**config.mk**
```make
export PLATFORM = sky130hd
export DESIGN_NAME = sesg_top
export DESIGN_NICKNAME = d
export VERILOG_FILES = /design/src/core/sesg_pkg.sv /design/src/core/sesg_top.sv /design/src/core/sesg_queue.sv
export VERILOG_INCLUDE_DIRS = /design/src /design/src/core
export SDC_FILE = /design/constraint.sdc
export NUM_CORES = 1
export LEC_CHECK = 0
export ABC_CLOCK_PERIOD_IN_PS = 4600
export BUFFER_PORTS_ARGS = -buffer_cell sky130_fd_sc_hd__buf_2
export CORE_MARGIN = 10
export CORE_UTILIZATION = 40
export DETAILED_ROUTE_END_ITERATION = 12
export HOLD_SLACK_MARGIN = 0.12
export PLACE_DENSITY_LB_ADDON = 0.08
export SYNTH_ARGS = -nofsm -noshare
export SYNTH_HDL_FRONTEND = slang
export SYNTH_SLANG_ARGS = --single-unit
```
**constraint.sdc**
```tcl
create_clock -name mclk -period 4.6 [get_ports mclk]
set_input_delay 0 -clock mclk [delete_from_list [all_inputs] [get_ports mclk]]
set_output_delay 0 -clock mclk [all_outputs]
set_load 0.01 [all_outputs]
```
**src/core/sesg_regs.svh**
```systemverilog
// Constants of the status event summary group: field layouts,
// reset values and queue sizing.
// Assumes inclusion by bare name from the package and design modules.
`ifndef SESG_REGS_SVH
`define SESG_REGS_SVH

// ----------------------------------------
// Register widths and field layout
// ----------------------------------------
`define SESG_W 16
// Bit 15 of a group is never used; it reads zero except in the rise and fall filters
`define SESG_USED_MASK 16'h7FFF
// Positions driven only by a direct internal event, no filter pair
`define SESG_DIRECT_MASK 16'h0007

// ----------------------------------------
// Reset values
// ----------------------------------------
`define SESG_RISE_RST 16'hFFFF
`define SESG_FALL_RST 16'h0000
`define SESG_ENA_RST 16'h0000

// ----------------------------------------
// Higher-level summary word bit positions
// ----------------------------------------
`define SESG_SUM_EVT_BIT 0
`define SESG_SUM_QUE_BIT 2

// ----------------------------------------
// Status queue sizing
// ----------------------------------------
`define SESG_QUE_DEPTH 8
`define SESG_QUE_AW 3

`endif

```
**src/core/sesg_pkg.sv**
```systemverilog
// Types shared by the status event summary group.
// Assumes sesg_regs.svh sits on the include path.
`default_nettype none
`include "sesg_regs.svh"

package sesg_pkg;

   // ----------------------------------------
   // Register selector of query and write ports
   // ----------------------------------------
   typedef enum logic [2:0] {
      SEL_COND   = 3'h0,
      SEL_EVENT  = 3'h1,
      SEL_ENABLE = 3'h2,
      SEL_RISE   = 3'h3,
      SEL_FALL   = 3'h4,
      SEL_QUEUE  = 3'h5
   } sesg_sel_t;

   typedef logic [`SESG_W-1:0] sesg_word_t;

endpackage
`default_nettype wire

```
**src/core/sesg_top.sv**
```systemverilog
// Status event summary group: condition, transition filters,
// latched events, enable mask, summary word and a status queue.
// Assumes all inputs come from logic on mclk; commands are pulses.
//
// Summary of operation
// RQ1: Filtered condition transition sets its event bit.
// RQ2: Event bits stay set until queried or cleared by clear-status.
// RQ3: Repeated events on a set bit change nothing; no count kept.
// RQ4: Event register read-only, 16 bits, unused bits read zero.
// RQ5: Positions without filter pair set directly from internal event.
// RQ6: Summary is OR of event AND enable across all bits.
// RQ7: Enable read-write; unused bits read zero, writes to them dropped.
// RQ8: Enable kept across clear-status and queries.
// RQ9: Summaries appear only as bits of a higher-level word.
// RQ10: Status queue returns entries in arrival order.
// RQ11: Queue summary is 1 while queue holds an entry, else 0.
// RQ12: Reading all entries empties the queue.
// RQ13: Clear-status empties status queues, never the output queue.
// RQ14: Host should pause about .1 second between polls.
// RQ15: Rise sets on 0-to-1 with rise bit; fall on 1-to-0 with fall bit.
// RQ16: Power-on and reset command: rise filter all ones, fall all zero.
// RQ17: Condition bits track live, unlatched, read-only.
// RQ18: Filters read-write, kept across clear-status and queries.
// RQ19: Event query returns value and clears it; new events kept.
`timescale 1ns/10ps
`default_nettype none
`include "sesg_regs.svh"

module sesg_top (
   input wire logic mclk,
   input wire logic rst,
   input wire sesg_pkg::sesg_word_t cond_in,
   input wire sesg_pkg::sesg_word_t direct_evt,
   input wire logic reset_cmd,
   input wire logic clr_status,
   input wire logic qry_valid,
   input wire sesg_pkg::sesg_sel_t qry_sel,
   input wire logic wr_valid,
   input wire sesg_pkg::sesg_sel_t wr_sel,
   input wire sesg_pkg::sesg_word_t wr_data,
   input wire logic que_push,
   input wire sesg_pkg::sesg_word_t que_push_data,
   output logic que_full,
   output logic rsp_valid_ff,
   output sesg_pkg::sesg_word_t rsp_data,
   output sesg_pkg::sesg_word_t summary_word_ff
);

   sesg_pkg::sesg_word_t cond_prev_ff;
   sesg_pkg::sesg_word_t rise_mask_ff;
   sesg_pkg::sesg_word_t fall_mask_ff;
   sesg_pkg::sesg_word_t evt_ff;
   sesg_pkg::sesg_word_t ena_ff;
   sesg_pkg::sesg_word_t rsp_reg_ff;
   sesg_pkg::sesg_word_t nxt_evt;
   sesg_pkg::sesg_word_t nxt_rsp;
   sesg_pkg::sesg_word_t pass_w;
   sesg_pkg::sesg_word_t cond_live;
   sesg_pkg::sesg_word_t que_rd_data;
   logic rsp_que_ff;
   logic evt_query;
   logic que_pop;
   logic que_empty;
   logic evt_summary;

   // ----------------------------------------
   // Condition and transition filters
   // ----------------------------------------
   // Direct positions have no condition behind them
   assign cond_live = cond_in & `SESG_USED_MASK
      & ~`SESG_DIRECT_MASK; // [RQ17]

   // Previous level resets low, so a high condition at release counts
   // as a rising transition
   always_ff @(posedge mclk or posedge rst) begin
      if (rst) begin
         cond_prev_ff <= '0;
      end else begin
         cond_prev_ff <= cond_live;
      end
   end

   always_comb begin
      pass_w = ((cond_live & ~cond_prev_ff & rise_mask_ff)
         | (~cond_live & cond_prev_ff & fall_mask_ff))
         & ~`SESG_DIRECT_MASK; // [RQ1] [RQ15]
      pass_w = pass_w | (direct_evt & `SESG_DIRECT_MASK); // [RQ5]
      pass_w = pass_w & `SESG_USED_MASK;
   end

   always_ff @(posedge mclk or posedge rst) begin
      if (rst) begin
         rise_mask_ff <= `SESG_RISE_RST; // [RQ16]
         fall_mask_ff <= `SESG_FALL_RST;
      end else if (reset_cmd) begin
         rise_mask_ff <= `SESG_RISE_RST; // [RQ16]
         fall_mask_ff <= `SESG_FALL_RST;
      end else if (wr_valid) begin
         // Clear-status and queries leave the filters alone
         if (wr_sel == sesg_pkg::SEL_RISE) begin
            rise_mask_ff <= wr_data; // [RQ18]
         end
         if (wr_sel == sesg_pkg::SEL_FALL) begin
            fall_mask_ff <= wr_data; // [RQ18]
         end
      end
   end

   // ----------------------------------------
   // Latched events
   // ----------------------------------------
   assign evt_query = qry_valid && (qry_sel == sesg_pkg::SEL_EVENT);

   always_comb begin
      // Set wins: a transition in the clearing cycle is kept
      if (evt_query || clr_status) begin
         nxt_evt = pass_w; // [RQ2] [RQ19]
      end else begin
         nxt_evt = evt_ff | pass_w; // [RQ2] [RQ3]
      end
   end

   always_ff @(posedge mclk or posedge rst) begin
      if (rst) begin
         evt_ff <= '0;
      end else begin
         evt_ff <= nxt_evt & `SESG_USED_MASK; // [RQ4]
      end
   end

   // ----------------------------------------
   // Enable mask and summaries
   // ----------------------------------------
   always_ff @(posedge mclk or posedge rst) begin
      if (rst) begin
         ena_ff <= `SESG_ENA_RST;
      end else if (wr_valid && wr_sel == sesg_pkg::SEL_ENABLE) begin
         ena_ff <= wr_data & `SESG_USED_MASK; // [RQ7] [RQ8]
      end
   end

   assign evt_summary = |(evt_ff & ena_ff); // [RQ6]

   // Summaries only leave as bits of the higher-level word
   always_ff @(posedge mclk or posedge rst) begin
      if (rst) begin
         summary_word_ff <= '0;
      end else begin
         summary_word_ff <= '0;
         summary_word_ff[`SESG_SUM_EVT_BIT] <= evt_summary; // [RQ9]
         summary_word_ff[`SESG_SUM_QUE_BIT] <= !que_empty; // [RQ11]
      end
   end

   // ----------------------------------------
   // Status queue
   // ----------------------------------------
   // This is a status queue; the output queue lives elsewhere and
   // never sees clear-status
   assign que_pop = qry_valid && (qry_sel == sesg_pkg::SEL_QUEUE);

   sesg_queue u_queue (
      .mclk(mclk),
      .rst(rst),
      .push(que_push),
      .push_data(que_push_data),
      .pop(que_pop), // [RQ12]
      .clr(clr_status), // [RQ13]
      .rd_data_ff(que_rd_data),
      .empty(que_empty),
      .full(que_full)
   );

   // ----------------------------------------
   // Query answers
   // ----------------------------------------
   always_comb begin
      case (qry_sel)
         sesg_pkg::SEL_COND: nxt_rsp = cond_live; // [RQ17]
         sesg_pkg::SEL_EVENT: nxt_rsp = evt_ff; // [RQ19]
         sesg_pkg::SEL_ENABLE: nxt_rsp = ena_ff; // [RQ7]
         sesg_pkg::SEL_RISE: nxt_rsp = rise_mask_ff; // [RQ18]
         sesg_pkg::SEL_FALL: nxt_rsp = fall_mask_ff;
         default: nxt_rsp = '0;
      endcase
   end

   always_ff @(posedge mclk or posedge rst) begin
      if (rst) begin
         rsp_valid_ff <= 1'b0;
         rsp_reg_ff <= '0;
         rsp_que_ff <= 1'b0;
      end else begin
         rsp_valid_ff <= qry_valid;
         rsp_que_ff <= que_pop;
         if (qry_valid) begin
            rsp_reg_ff <= nxt_rsp;
         end
      end
   end

   // Both sources are flip-flops; queue data is already registered
   assign rsp_data = rsp_que_ff ? que_rd_data : rsp_reg_ff;
endmodule
`default_nettype wire

```
**src/core/sesg_queue.sv**
```systemverilog
// Status queue: first in, first out, with registered read data.
// Assumes push and pop come from logic on mclk.
`timescale 1ns/10ps
`default_nettype none
`include "sesg_regs.svh"

module sesg_queue (
   input wire logic mclk,
   input wire logic rst,
   input wire logic push,
   input wire sesg_pkg::sesg_word_t push_data,
   input wire logic pop,
   input wire logic clr,
   output sesg_pkg::sesg_word_t rd_data_ff,
   output logic empty,
   output logic full
);

   sesg_pkg::sesg_word_t mem [`SESG_QUE_DEPTH];
   logic [`SESG_QUE_AW-1:0] wptr_ff;
   logic [`SESG_QUE_AW-1:0] rptr_ff;
   logic [`SESG_QUE_AW:0] cnt_ff;
   logic do_push;
   logic do_pop;
   logic [`SESG_QUE_AW-1:0] wr_addr;

   // ----------------------------------------
   // Flags and strobes
   // ----------------------------------------
   assign empty = (cnt_ff == '0);
   assign full = (cnt_ff == (`SESG_QUE_AW+1)'(`SESG_QUE_DEPTH));
   // A push in the clearing cycle survives as the only entry
   assign do_push = push && (clr || !full);
   assign do_pop = pop && !clr && !empty;
   assign wr_addr = clr ? '0 : wptr_ff;

   // ----------------------------------------
   // Storage
   // ----------------------------------------
   always_ff @(posedge mclk) begin
      if (do_push) begin
         mem[wr_addr] <= push_data; // [RQ10]
      end
   end

   always_ff @(posedge mclk or posedge rst) begin
      if (rst) begin
         rd_data_ff <= '0;
      end else if (pop) begin
         // Empty read answers zero
         rd_data_ff <= do_pop ? mem[rptr_ff] : '0; // [RQ10]
      end
   end

   // ----------------------------------------
   // Pointers
   // ----------------------------------------
   always_ff @(posedge mclk or posedge rst) begin
      if (rst) begin
         wptr_ff <= '0;
         rptr_ff <= '0;
         cnt_ff <= '0;
      end else if (clr) begin
         wptr_ff <= do_push ? `SESG_QUE_AW'(1) : '0; // [RQ13]
         rptr_ff <= '0;
         cnt_ff <= do_push ? (`SESG_QUE_AW+1)'(1) : '0;
      end else begin
         if (do_push) begin
            wptr_ff <= wptr_ff + `SESG_QUE_AW'(1);
         end
         if (do_pop) begin
            rptr_ff <= rptr_ff + `SESG_QUE_AW'(1); // [RQ12]
         end
         cnt_ff <= cnt_ff + (`SESG_QUE_AW+1)'(do_push)
            - (`SESG_QUE_AW+1)'(do_pop);
      end
   end
endmodule
`default_nettype wire

```
# Word-level counts from Yosys, hierarchy flattened
# Memory sizes are Yosys's and may differ from the RTL's.
# Cells that the tools add are included.
dict set report word_totals {
  reg_bits 120
  latchBits 0
  mem_bits_rw 128
  rom_bits 0
  in_bits 77
  word_cells 78
  memories 1
}
# name words width read_ports rd_clocked_by_memory_dff write_ports line
set mem_list {}
lappend mem_list {u_queue.mem 8 16 1 0 1 sesg_queue.sv:19} ;# sesg_pkg::sesg_word_t mem [`SESG_QUE_DEPTH];
dict set report classes {
  n_addsub 4
  mul 0
  n_div 0
  order_cmp 0
  n_eq_ne 9
  shifts 0
  n_mux 20
  bitwise 10
  reduce_logical 21
}
# op count
set op_table {}
lappend op_table {{16-bit 2-to-1 mux} 8}
lappend op_table {{16-bit case mux with 5 select lines} 1}
lappend op_table {{15-bit bitwise AND} 5}
lappend op_table {{15-bit NOT} 2}
lappend op_table {{15-bit bitwise OR} 2}
lappend op_table {{16-bit OR reduction} 1}
lappend op_table {{15-bit 2-to-1 mux} 1}
lappend op_table {{3-bit 2-to-1 mux} 5}
lappend op_table {{15-bit by 3-bit bitwise OR with 15-bit output} 1}
lappend op_table {{3-bit by 2-bit == test with 1-bit output (second input constant)} 4}
lappend op_table {{2-bit nonzero test} 5}
lappend op_table {{3-bit == test (second input constant)} 3}
lappend op_table {{3-bit by 1-bit adder with 3-bit output (second input constant)} 2}
lappend op_table {{1-bit logical AND} 6}
lappend op_table {{4-bit by 1-bit adder with 4-bit output} 1}
lappend op_table {{4-bit == test (second input constant)} 1}
lappend op_table {{4-bit zero test} 1}
lappend op_table {{1-bit 2-to-1 mux} 4}
lappend op_table {{4-bit 2-to-1 mux} 1}
lappend op_table {{2-bit AND reduction} 2}
lappend op_table {{4-bit by 1-bit subtractor with 4-bit output} 1}
lappend op_table {{3-bit by 1-bit == test with 1-bit output (second input constant)} 1}
lappend op_table {{1-bit zero test} 3}
lappend op_table {{3-bit zero test} 1}
lappend op_table {{1-bit logical OR} 2}

# Longest topological paths before layout
# Gate-level depths: netlist of run 1.
dict set report logic_depth {
  word_depth 7
  mapped_depth 13
}

# Cells and area by module
# A second synthesis of run 1 with hierarchy kept.
dict set report unflattened {
  cells_unflattened 783
  hier_area_um2 11094.4
}
# module instances cells_each area_per_inst_um2 seq_area_each_um2
set modules_own_cells {}
lappend modules_own_cells {sesg_queue 1 352 6278.5 4494.3}
lappend modules_own_cells {sesg_top 1 431 4815.9 2372.3}

# Worst setup path after synthesis of run 1
# Ideal clock, no wire load.
dict set report synth_timing {
  path_kind {flip-flop to flip-flop}
  from {register u_queue.cnt_ff[2]}
  to {memory u_queue.mem[4][0] (netlist name), enable pin}
  setup_ns 0.430
  arrival_time_ns 2.638
  slack_ns 1.532
  stages_incl_launch_ff 7
  path_buffers 1
  synth_period_minus_slack_ns 3.068
  path_cell_list {dfrtp_1 inv_1 ha_1 or3b_1 clkbuf_1 o21ai_1 nor4_1}
}
dict set report synth_via {
  elab_chain_cells 6
}
# element line
set synth_rtl {}
lappend synth_rtl {{start: declaration} sesg_queue.sv:22} ;# logic [`SESG_QUE_AW:0] cnt_ff;
lappend synth_rtl {{start signal: assignment} sesg_queue.sv:66} ;# cnt_ff <= do_push ? (`SESG_QUE_AW+1)'(1) : '0;
lappend synth_rtl {{start signal: assignment} sesg_queue.sv:74} ;# cnt_ff <= cnt_ff + (`SESG_QUE_AW+1)'(do_push)
lappend synth_rtl {{4-bit == test} sesg_queue.sv:31} ;# assign full = (cnt_ff == (`SESG_QUE_AW+1)'(`SESG_QUE_DEPTH));
lappend synth_rtl {{1-bit zero test} sesg_queue.sv:33} ;# assign do_push = push && (clr || !full);
lappend synth_rtl {{1-bit logical OR} sesg_queue.sv:33}
lappend synth_rtl {{1-bit logical AND} sesg_queue.sv:33}
lappend synth_rtl {{1-bit 2-to-1 mux} sesg_queue.sv:41} ;# if (do_push) begin
lappend synth_rtl {{1-bit 2-to-1 mux (implied by the code)} sesg_queue.sv:42} ;# mem[wr_addr] <= push_data;
lappend synth_rtl {{end: declaration} sesg_queue.sv:19}
# No other way between the ends.

# Worst setup path in the final report of run 1
dict set report layout_timing {
  from {input port qry_valid}
  to {register u_queue.cnt_ff[1]}
}
dict set report layout_via {
  elab_chain_cells 5
}
# element line
set layout_rtl {}
lappend layout_rtl {{start: declaration} sesg_top.sv:36} ;# input wire logic qry_valid,
lappend layout_rtl {{1-bit logical AND} sesg_top.sv:160} ;# assign que_pop = qry_valid && (qry_sel == sesg_pkg::SEL_QUEUE);
lappend layout_rtl {{net que_pop} sesg_top.sv:62} ;# logic que_pop;
lappend layout_rtl {{1-bit logical AND (2 in series)} sesg_queue.sv:34} ;# assign do_pop = pop && !clr && !empty;
lappend layout_rtl {{4-bit by 1-bit subtractor with 4-bit output} sesg_queue.sv:74}
lappend layout_rtl {{4-bit 2-to-1 mux} sesg_queue.sv:63} ;# end else if (clr) begin
# The timed path passes the listed nets, and every way through them passes these cells.
# A chain may end at the register's enable or synchronous reset.

==> impl_metrics.tcl, run 1 <==
set metrics [dict create \
    worst_path_max_delay_cell "and3_1" \
    hold_path.class "in2reg" \
    dp_hpwl_um 16560 \
    ys_warn_count 0 \
    antenna_found_initial 0 \
    seq_area_frac_synth 0.6446 \
    async_reset_ff_frac 0.4839 \
    htree_levels 1 \
    maxCapViolCount 0 \
    skew_ns 0.01759 \
    p_clk_frac 0.420 \
    ir_worst_vdd_mv 0.2214 \
    clockBufferDepth 3 \
    root_buffer "clkbuf_16" \
    cp-startpoint "qry_valid" \
    timing.rr.start "u_queue.cnt_ff[2]" \
    place.gp.congestion 0.8061 \
    ant_nets 0 \
    dieArea_um2 33560 \
    initial_core_util 0.4076 \
    p_sw_frac 0.2326 \
    tightest_slew_ns 1.287 \
    avgSynthCellArea_um2 14.49 \
    wl_um 26850 \
    min_period_ns 3.378 \
    p_leak_nw 5.050 \
    n_antenna_cell 0 \
    finalCritPeriodShare 0.7343 \
    synth_most_common_cell "edfxtp_1" \
    ff2ff_setup_slack_ns 1.77 \
    ios 111 \
    fp.dieH_um 183.2 \
    rows 59 \
    p_int_w 0.004227 \
    grt-ovfl-total 0 \
    critical_path.cell_chain "dlygate4sd3_1 > buf_2 > and2b_1 > nand3_1 > inv_2 > and3_1 > ha_1 > inv_1 > ha_1 > fa_1 > nor2b_1" \
    num_vias 6685 \
    switchingPower_w 0.001281 \
    vias_per_cell 5.400 \
    comb_power_share 0.109 \
    drtIter0Drc 411 \
    relSlewSlack 0.1390 \
    grt_usage 0.1591 \
    drt-pass1-iter-count 4 \
    wl_per_cell_um 21.69 \
    startpoint_type "input port" \
    syn_area_um2 10650 \
    max_freq_ghz 0.2960 \
    portBuffers 79 \
    critPathKind "in2reg" \
    power.share.sequential 0.471 \
    place_area_um2 11310 \
    slowest_delay_ns 0.64 \
    drc 0 \
    endpoint "u_queue.cnt_ff[1]" \
    rsz0062_at_grt "no" \
    cts_tree "yes" \
    grt_pass1_vias 7210 \
    finish.instance_area_um2 12960 \
    cp_common_cell "ha_1" \
    finalHoldViolCount 0 \
    tns_ns 0 \
    synth_edf_count 128 \
    synth_top_cell_area_share 0.3608 \
    synthFlopType "edfxtp_1" \
    yosys-top-cells-count "edfxtp_1, dfrtp_1, nand2_1" \
    syn_inst 735 \
    finalPower_w 0.005507 \
    crit_path_max_fanout 24 \
    die_x_um 183.2 \
    setup_viol 0 \
    reg2reg_to "u_queue.cnt_ff[2]" \
    worstPathArrival_ns 3.79 \
    synth.distinct_cells 52 \
    grt_pass1_wl_um 41580 \
    drive_gt1_frac 0.2027 \
    p_per_area_nw_per_um2 424.9 \
    path_clk_slew_ns 0.06 \
    clock_latency_ns 0.53 \
    fin_nets 967 \
    synth_top_area_cell "edfxtp_1" \
    path_depth 11 \
    crit_required_ns 5.01 \
    cts_made_buffers 28 \
    critical-path-top-delay-family "simple AND/OR/NAND/NOR gates" \
    area_delta_synth_final_pct 21.68 \
    status "completed" \
    ctsResizeCount 0 \
    cts_sinks 248 \
    final_max_slew_viol_count 0 \
    path_buf_inv 4 \
    r2r.worst_path.cells 10 \
    synth_seq_cells 248 \
    worstSetupEndpointType "register" \
    netlist_top_cells_area "edfxtp_1, dfrtp_1, mux4_1" \
    grt_max_degree 65 \
    cts_setup_buffers 0 \
    core_um2 26130 \
]
layout make-up:
class	instances	area, um2
Clock buffer	39	813.3
Sequential cell	248	6867
Inverter	22	85.08
Clock inverter	13	158.9
Multi-Input combinational cell	421	3446
Timing Repair Buffer	160	1174
Tap cell	335	419.2
Fill cell	2292	13170
flip-flops by register name, indices dropped and copies added (netlist names):
signal,cells
u_queue.mem,128
fall_mask_ff,16
rise_mask_ff,16
rsp_reg_ff,16
u_queue.rd_data_ff,16
ena_ff,15
evt_ff,15
cond_prev_ff,12
u_queue.cnt_ff,4
u_queue.rptr_ff,3
u_queue.wptr_ff,3
summary_word_ff,2
rsp_que_ff,1
rsp_valid_ff,1
cells in the final DEF, fill, tap and decap left out, types with 12 or more instances in the layout:
cell / synthesis / layout
dfstp_2: 16 / 16
o211ai_1: 12 / 12
a22o_1: 17 / 17
o21ai_1: 13 / 13
edfxtp_1: 128 / 128
nand3b_1: 28 / 28
buf_4: 15 / 13
mux2_1: 31 / 31
mux4_1: 26 / 26
o22ai_1: 12 / 12
a21oi_1: 20 / 19
mux2_2: 17 / 17
inv_1: 20 / 19
a22oi_1: 29 / 29
dfrtp_1: 104 / 104
buf_2: 5 / 79
nor2_1: 12 / 12
nand2_1: 104 / 104
conb_1: 1 / 14
clkbuf_16: 0 / 29
dlygate4sd3_1: 0 / 68
per-layer routing:
| layer | share of wire | up-vias | global-route usage |
|---|---|---|---|
| met5 | 0 | - | 0 |
| met4 | 0.013 | 0 | 0.03508 |
| met3 | 0.046 | 29 | 0.02806 |
| met2 | 0.47 | 140 | 0.2583 |
| met1 | 0.47 | 3489 | 0.2188 |
| li1 | - | 3027 | - |
worst min path at each step:
stage | slack, ns | end | startpoint | depth (start not counted)
final | 0.16 | cond_prev_ff[11] | cond_in[11] | 2
after global routing | 0.16 | cond_prev_ff[13] | cond_in[13] | 2
after CTS | 0.14 | cond_prev_ff[4] | cond_in[4] | 2
after detailed placement | 0.16 | cond_prev_ff[4] | cond_in[4] | 1
after global placement | 0.16 | cond_prev_ff[4] | cond_in[4] | 1
after floorplan | 0.03 | cond_prev_ff[10] | cond_in[10] | 0
repair_timing:
| item | CTS | global route |
|---|---|---|
| hold endpoints to repair | 292 | 0 |
| setup endpoints to repair | 0 | 0 |
| hold buffers | 68 | 0 |
stage by stage:
stage | util | worst slack [ns] | hold WS [ns] | std cells
4_1_cts | 0.4960 | 1.278 | 0.1373 | 1238
5_1_grt | 0.4960 | 0.9270 | 0.1601 | 1238
6_report | 0.4960 | 1.222 | 0.1626 | 1238
2_1_floorplan | - | 1.441 | 0.03143 | 748
3_5_place_dp | 0.4328 | 1.252 | 0.1578 | 1118
3_3_place_gp | 0.4328 | 1.338 | 0.1550 | 1118
power groups by stage:
stage	Sequential, W	Combinational (W)	Clock (W)
3_3_place_gp	0.00263	0.000543	0
3_5_place_dp	0.00264	0.000560	0
4_1_cts	0.00259	0.000606	0.00237
5_1_grt	0.00261	0.000660	0.00246
6_report	0.00260	0.000599	0.00231
2_1_floorplan	0.00260	0.000381	0
kinds of logic (layout without fill, tap and decap cells):
logic type | Yosys count | after routing | share of synthesized area
flops | 248 | 248 | 0.6446
simple gates | 178 | 178 | 0.08140
compound gates | 130 | 130 | 0.08515
mux | 85 | 85 | 0.1334
buf+inv | 79 | 234 | 0.03970
fa+ha+maj | 9 | 9 | 0.01128
xor+xnor | 5 | 5 | 0.004112
other cells | 1 | 14 | 0.0003520
(Power assumes the default switching activity.)
==> inputs of run 2 (changes only) <==
- ABC_AREA: default -> 1
- ABC_CLOCK_PERIOD_IN_PS: 4600 -> 2850
- clock period: 4.6 -> 2.85 ns (I/O delays scaled with it)
==> impl_metrics.tcl, run 2 <==
set metrics [dict create \
    rows 61 \
    fp.dieH_um 188.2 \
    relSlewSlack 0.3903 \
    cp-startpoint "reset_cmd" \
    hold_path.class "in2reg" \
    mostFrequentLayoutCell "nand2_1" \
    fin_nets 1409 \
    synthFlopType "edfxtp_1" \
    p_leak_nw 6.127 \
    place_area_um2 12060 \
    cts_tree "yes" \
    largest_register_ffs 128 \
    grt_util_met2 0.2493 \
    syn_area_um2 11310 \
    num_vias 8334 \
    grt_max_degree 67 \
    final_max_slew_viol_count 0 \
    place.gp.congestion 0.7980 \
    timing.rr.start "u_queue.cnt_ff[2]" \
    synth_top_area_cell "edfxtp_1" \
    reg2reg_to "u_queue.cnt_ff[0]" \
    drt-pass1-iter-count 5 \
    ir_worst_vdd_mv 0.4901 \
    maxCapViolCount 0 \
    clockBufferDepth 3 \
    critical_path.cell_chain "dlygate4sd3_1 > buf_2 > inv_1 > nand2_1 > buf_4 > o21ai_0 > dlygate4sd3_1 > o21ai_0" \
    critical-path-top-delay-family "buffers and inverters" \
    setup_viol 0 \
    async_reset_ff_frac 0.4839 \
    met3_usage 0.02690 \
    ctsResizeCount 0 \
    synth_seq_cells 248 \
    grt-ovfl-total 0 \
    path_buf_inv 5 \
    synth.distinct_cells 46 \
    ant_nets 0 \
    seq_area_frac_synth 0.6071 \
    rsz0062_at_grt "no" \
    crit_path_max_fanout 19 \
    startpoint_type "input port" \
    finalHoldViolCount 0 \
    avgSynthCellArea_um2 9.692 \
    cts_sinks 248 \
    drc 0 \
    p_per_area_nw_per_um2 668.0 \
    crit_required_ns 3.31 \
    netlist_top_cells_area "edfxtp_1, dfrtp_1, nand2_1" \
    synth_edf_count 128 \
    path_clk_slew_ns 0.06 \
    dp_cells 1592 \
    skew_ns 0.01528 \
    worstSetupEndpointType "register" \
    ios 111 \
    grt_usage 0.1650 \
    drtIter0Drc 506 \
    htree_levels 1 \
    n_antenna_cell 0 \
    initial_core_util 0.4060 \
    met1_usage 0.2392 \
    grt_pass1_wl_um 46950 \
    critPathKind "in2reg" \
    wl_um 29280 \
    syn_inst 1167 \
    min_period_ns 2.259 \
    layout.cells.non_filler 1723 \
    r2r.worst_path.cells 11 \
    ff2ff_setup_slack_ns 0.62 \
    clock_latency_ns 0.54 \
    tightest_slew_ns 0.9144 \
    wl_per_cell_um 16.99 \
    path_depth 8 \
    grt-busiest-layer "met2" \
    die_x_um 188.2 \
    max_freq_ghz 0.4426 \
    cts_made_buffers 28 \
    layout_common_cells "nand2_1, inv_1, edfxtp_1, nor2_1, nand3_1" \
    synth_top_cell_area_share 0.3398 \
    hold_start "cond_in[4]" \
    synth_most_common_cell "nand2_1" \
    worst_path_max_delay_cell "dlygate4sd3_1" \
    core_um2 27860 \
    finalCritPeriodShare 0.7927 \
    dp_hpwl_um 18040 \
    area_delta_synth_final_pct 21.98 \
    cts_setup_buffers 0 \
    endpoint "rise_mask_ff[11]" \
    dieArea_um2 35400 \
    root_buffer "clkbuf_16" \
    largest-register "u_queue.mem" \
    vias_per_cell 4.837 \
    finish.instance_area_um2 13800 \
    ys_warn_count 0 \
    grt_pass1_vias 8354 \
    antenna_found_initial 0 \
    tns_ns 0 \
    drive_gt1_frac 0.1599 \
    slowest_delay_ns 0.58 \
    portBuffers 79 \
    status "completed" \
    worstPathArrival_ns 2.72 \
    yosys-top-cells-count "nand2_1, inv_1, edfxtp_1" \
]
run 2: changes by cell type in the layout (fill, tap and decap cells not counted), sizes merged, moves of 17 or more:
cell	before	now
nor2	12	125
nand2	104	242
mux4	33	0
a22o	17	0
nand3	6	121
o21ai	13	89
mux2	48	15
nand4	2	21
a22oi	29	9
nand3b	28	0
inv	22	144
a21oi	20	3
or2	0	31
run 2: cell families after synthesis:
logic type | synth area share
flops | 0.6071
buf+inv | 0.08639
other cells | 0.0003315
simple gates | 0.2154
mux | 0.01493
fa+ha+maj | 0.01062
xor+xnor | 0.003098
compound gates | 0.06217
run 2: worst min-delay path by stage:
| stage | slack, ns | endpoint | cells past startpoint |
|---|---|---|---|
| floorplan | 0.03 | cond_prev_ff[10] | 0 |
| global placement | 0.15 | cond_prev_ff[4] | 1 |
| detailed placement | 0.15 | cond_prev_ff[4] | 1 |
| CTS | 0.12 | cond_prev_ff[4] | 2 |
| global route | 0.16 | cond_prev_ff[8] | 2 |
| finish | 0.14 | cond_prev_ff[4] | 2 |
run 2: through the flow:
step | setup slack [ns] | hold WS (ns) | utilization | power (W)
floorplan | 0.1512 | 0.03143 | - | 0.005109
global placement | 0.7698 | 0.1496 | 0.4330 | 0.005504
detailed placement | 0.7390 | 0.1502 | 0.4330 | 0.005525
CTS | 0.6263 | 0.1218 | 0.4953 | 0.009330
global route | 0.4156 | 0.1581 | 0.4953 | 0.009663
finish | 0.5908 | 0.1424 | 0.4953 | 0.009217
run 2: where the power goes:
part | leakage, nW | switching (W) | internal [W] | total (W)
clock | 0.463 | 0.00144 | 0.00224 | 0.00368
combinational | 2.99 | 0.000764 | 0.000454 | 0.00122
sequential | 2.67 | 0.000161 | 0.00416 | 0.00432
run 2: repair_timing:
item | CTS | global route
hold buffers | 79 | 0
endpoints found under the setup margin | 0 | 0
endpoints found under the hold margin | 279 | 0
run 2: final cells by class:
| cell class | instances | area (um2) |
|---|---|---|
| Clock buffer | 34 | 754.5 |
| Tap cell | 378 | 473.0 |
| Sequential cell | 248 | 6869 |
| Multi-Input combinational cell | 718 | 3557 |
| Clock inverter | 18 | 188.9 |
| Inverter | 145 | 550.5 |
| Fill cell | 2633 | 14060 |
| Timing Repair Buffer | 182 | 1404 |
run 2: metal layers:
layer | vias up | routed length (um)
li1 | 4123 | -
met5 | - | 0
met3 | 46 | 1359
met2 | 182 | 12880
met4 | 0 | 685
met1 | 3983 | 14360
==> inputs of run 3 (changes only) <==
- ABC_CLOCK_PERIOD_IN_PS: 2850 -> 2100
- clock period: 2.85 -> 2.1 ns (I/O delays scaled with it)
==> impl_metrics.tcl, run 3 (same netlist as run 2, synthesis figures left out) <==
set metrics [dict create \
    dp_hpwl_um 19490 \
    finalHoldViolCount 0 \
    rsz0062_at_grt "yes" \
    maxCapViolCount 0 \
    drt-pass1-iter-count 5 \
    grt_pass1_wl_um 47950 \
    crit_path_max_fanout 3 \
    fin_ws_ns 0.1237 \
    cts_sinks 248 \
    place.gp.congestion 0.7984 \
    dpl_worst_slack_ns 0.04439 \
    layout_common_cells "nand2_1, inv_1, edfxtp_1, nor2_1, nand3_1" \
    status "completed" \
    clockBufferDepth 3 \
    tightest_slew_ns 0.5798 \
    drtIter0Drc 504 \
    drc 0 \
    cts_made_buffers 29 \
    min_period_ns 1.976 \
    grt_max_degree 67 \
    wl_per_cell_um 17.17 \
    relSlewSlack 0.6120 \
    fp.dieH_um 188.2 \
    num_vias 8487 \
    dieArea_um2 35400 \
    drive_gt1_frac 0.1811 \
    final_max_slew_viol_count 0 \
    largest-register "u_queue.mem" \
    ant_nets 0 \
    finalCritPeriodShare 0.9411 \
    portBuffers 79 \
    mostFrequentLayoutCell "nand2_1" \
    htree_levels 1 \
    grt-ovfl-total 0 \
    ir_worst_vdd_mv 0.5966 \
    rows 61 \
    fin_nets 1438 \
    worstSetupEndpointType "register" \
    dp_cells 1611 \
    antenna_found_initial 1 \
    area_delta_synth_final_pct 24.99 \
    max_freq_ghz 0.5060 \
    grt_pass1_vias 8446 \
    cts_tree "yes" \
    path_clk_slew_ns 0.06 \
    core_um2 27860 \
    finalPower_w 0.01274 \
    fillers 2613 \
    wl_um 30110 \
    ios 111 \
    worstPathArrival_ns 2.46 \
    layout.cells.non_filler 1754 \
    die_x_um 188.2 \
    fin_hold_ws_ns 0.1241 \
    initial_core_util 0.4060 \
    critPathKind "reg2reg" \
    clock_latency_ns 0.55 \
    crit_required_ns 2.58 \
    largest_register_ffs 128 \
    grt_usage 0.1684 \
    vias_per_cell 4.839 \
    setup_viol 0 \
    tns_ns 0 \
    p_per_area_nw_per_um2 900.9 \
    root_buffer "clkbuf_16" \
    hold_path.class "in2reg" \
    startpoint_type "register" \
    p_leak_nw 6.286 \
    skew_ns 0.01099 \
]
==> run 3: cell types whose count changed in the layout (fill, tap and decap cells not counted), moves of 3 or more <==
cell	before	now
clkinv_1	7	1
dlygate4sd3_1	79	84
bufinv_16	4	1
buf_4	21	39
buf_12	3	6
clkbuf_1	4	8
clkbuf_8	1	8
==> run 3: worst paths after layout <==
| path | from | to | slack, ns | cells after the start |
|---|---|---|---|---|
| worst max-delay path | u_queue.cnt_ff[2] | u_queue.cnt_ff[1] | 0.12 | 11 |
| worst min-delay path | qry_sel[1] | rsp_reg_ff[5] | 0.12 | 8 |
| worst max register to register | u_queue.cnt_ff[2] | u_queue.cnt_ff[1] | 0.12 | 11 |
| worst min register to register | u_queue.rd_data_ff[4] | u_queue.rd_data_ff[4] | 0.47 | 2 |
| max in group asynchronous | rst | rise_mask_ff[0] | 0.79 | 5 |
| min in group asynchronous | rst | cond_prev_ff[14] | 0.65 | 4 |
==> run 3: through the flow <==
step | cell area (um2) | util
after floorplan | 11370 | -
after global placement | 12250 | 0.4398
after detailed placement | 12250 | 0.4398
after CTS | 14070 | 0.5052
after global routing | 14140 | 0.5075
final | 14140 | 0.5075
==> run 3: final cells by class <==
class / instances / area [um2] / area share
Clock buffer: 47 / 915.9 / 0.06478
Tap cell: 378 / 473.0 / 0.03345
Antenna cell: 1 / 2.502 / 0.0001770
Clock inverter: 7 / 66.31 / 0.004691
Timing Repair Buffer: 210 / 1679 / 0.1188
Sequential cell: 248 / 6869 / 0.4859
Multi-Input combinational cell: 718 / 3581 / 0.2533
Inverter: 145 / 550.5 / 0.03894
==> run 3: worst max-delay path, cell delays in order (launching register included) <==
cell and delay [ns]:
dfrtp_1 0.37, inv_2 0.07, ha_2 0.17, nand3_2 0.08, inv_2 0.06, nor2_2 0.04
ha_1 0.26, inv_1 0.04, ha_2 0.18, fa_2 0.52, inv_1 0.04, nor2_1 0.08
==> run 3: routing by layer <==
| metal | track usage | up-vias | wire, um |
|---|---|---|---|
| met5 | 0 | - | 0 |
| met4 | 0.03631 | 0 | 524 |
| met3 | 0.02783 | 43 | 1364 |
| met2 | 0.2666 | 172 | 13710 |
| met1 | 0.2371 | 4096 | 14510 |
| li1 | - | 4176 | - |
==> run 3: what timing repair did <==
item | CTS | global route
buffers inserted | 0 | 4
hold buffers | 84 | 0
setup endpoints to repair | 0 | 10
resized for setup | 0 | 11
hold endpoints to repair | 359 | 0
==> run 3: power breakdown <==
| part | internal (W) | switching [W] | leakage (nW) | total (W) |
|---|---|---|---|---|
| Sequential | 0.00564 | 0.000217 | 2.67 | 0.00586 |
| Clock | 0.00309 | 0.00199 | 0.483 | 0.00508 |
| Combinational | 0.000722 | 0.00107 | 3.13 | 0.00179 |
| Total | 0.00946 | 0.00328 | 6.29 | 0.0127 |
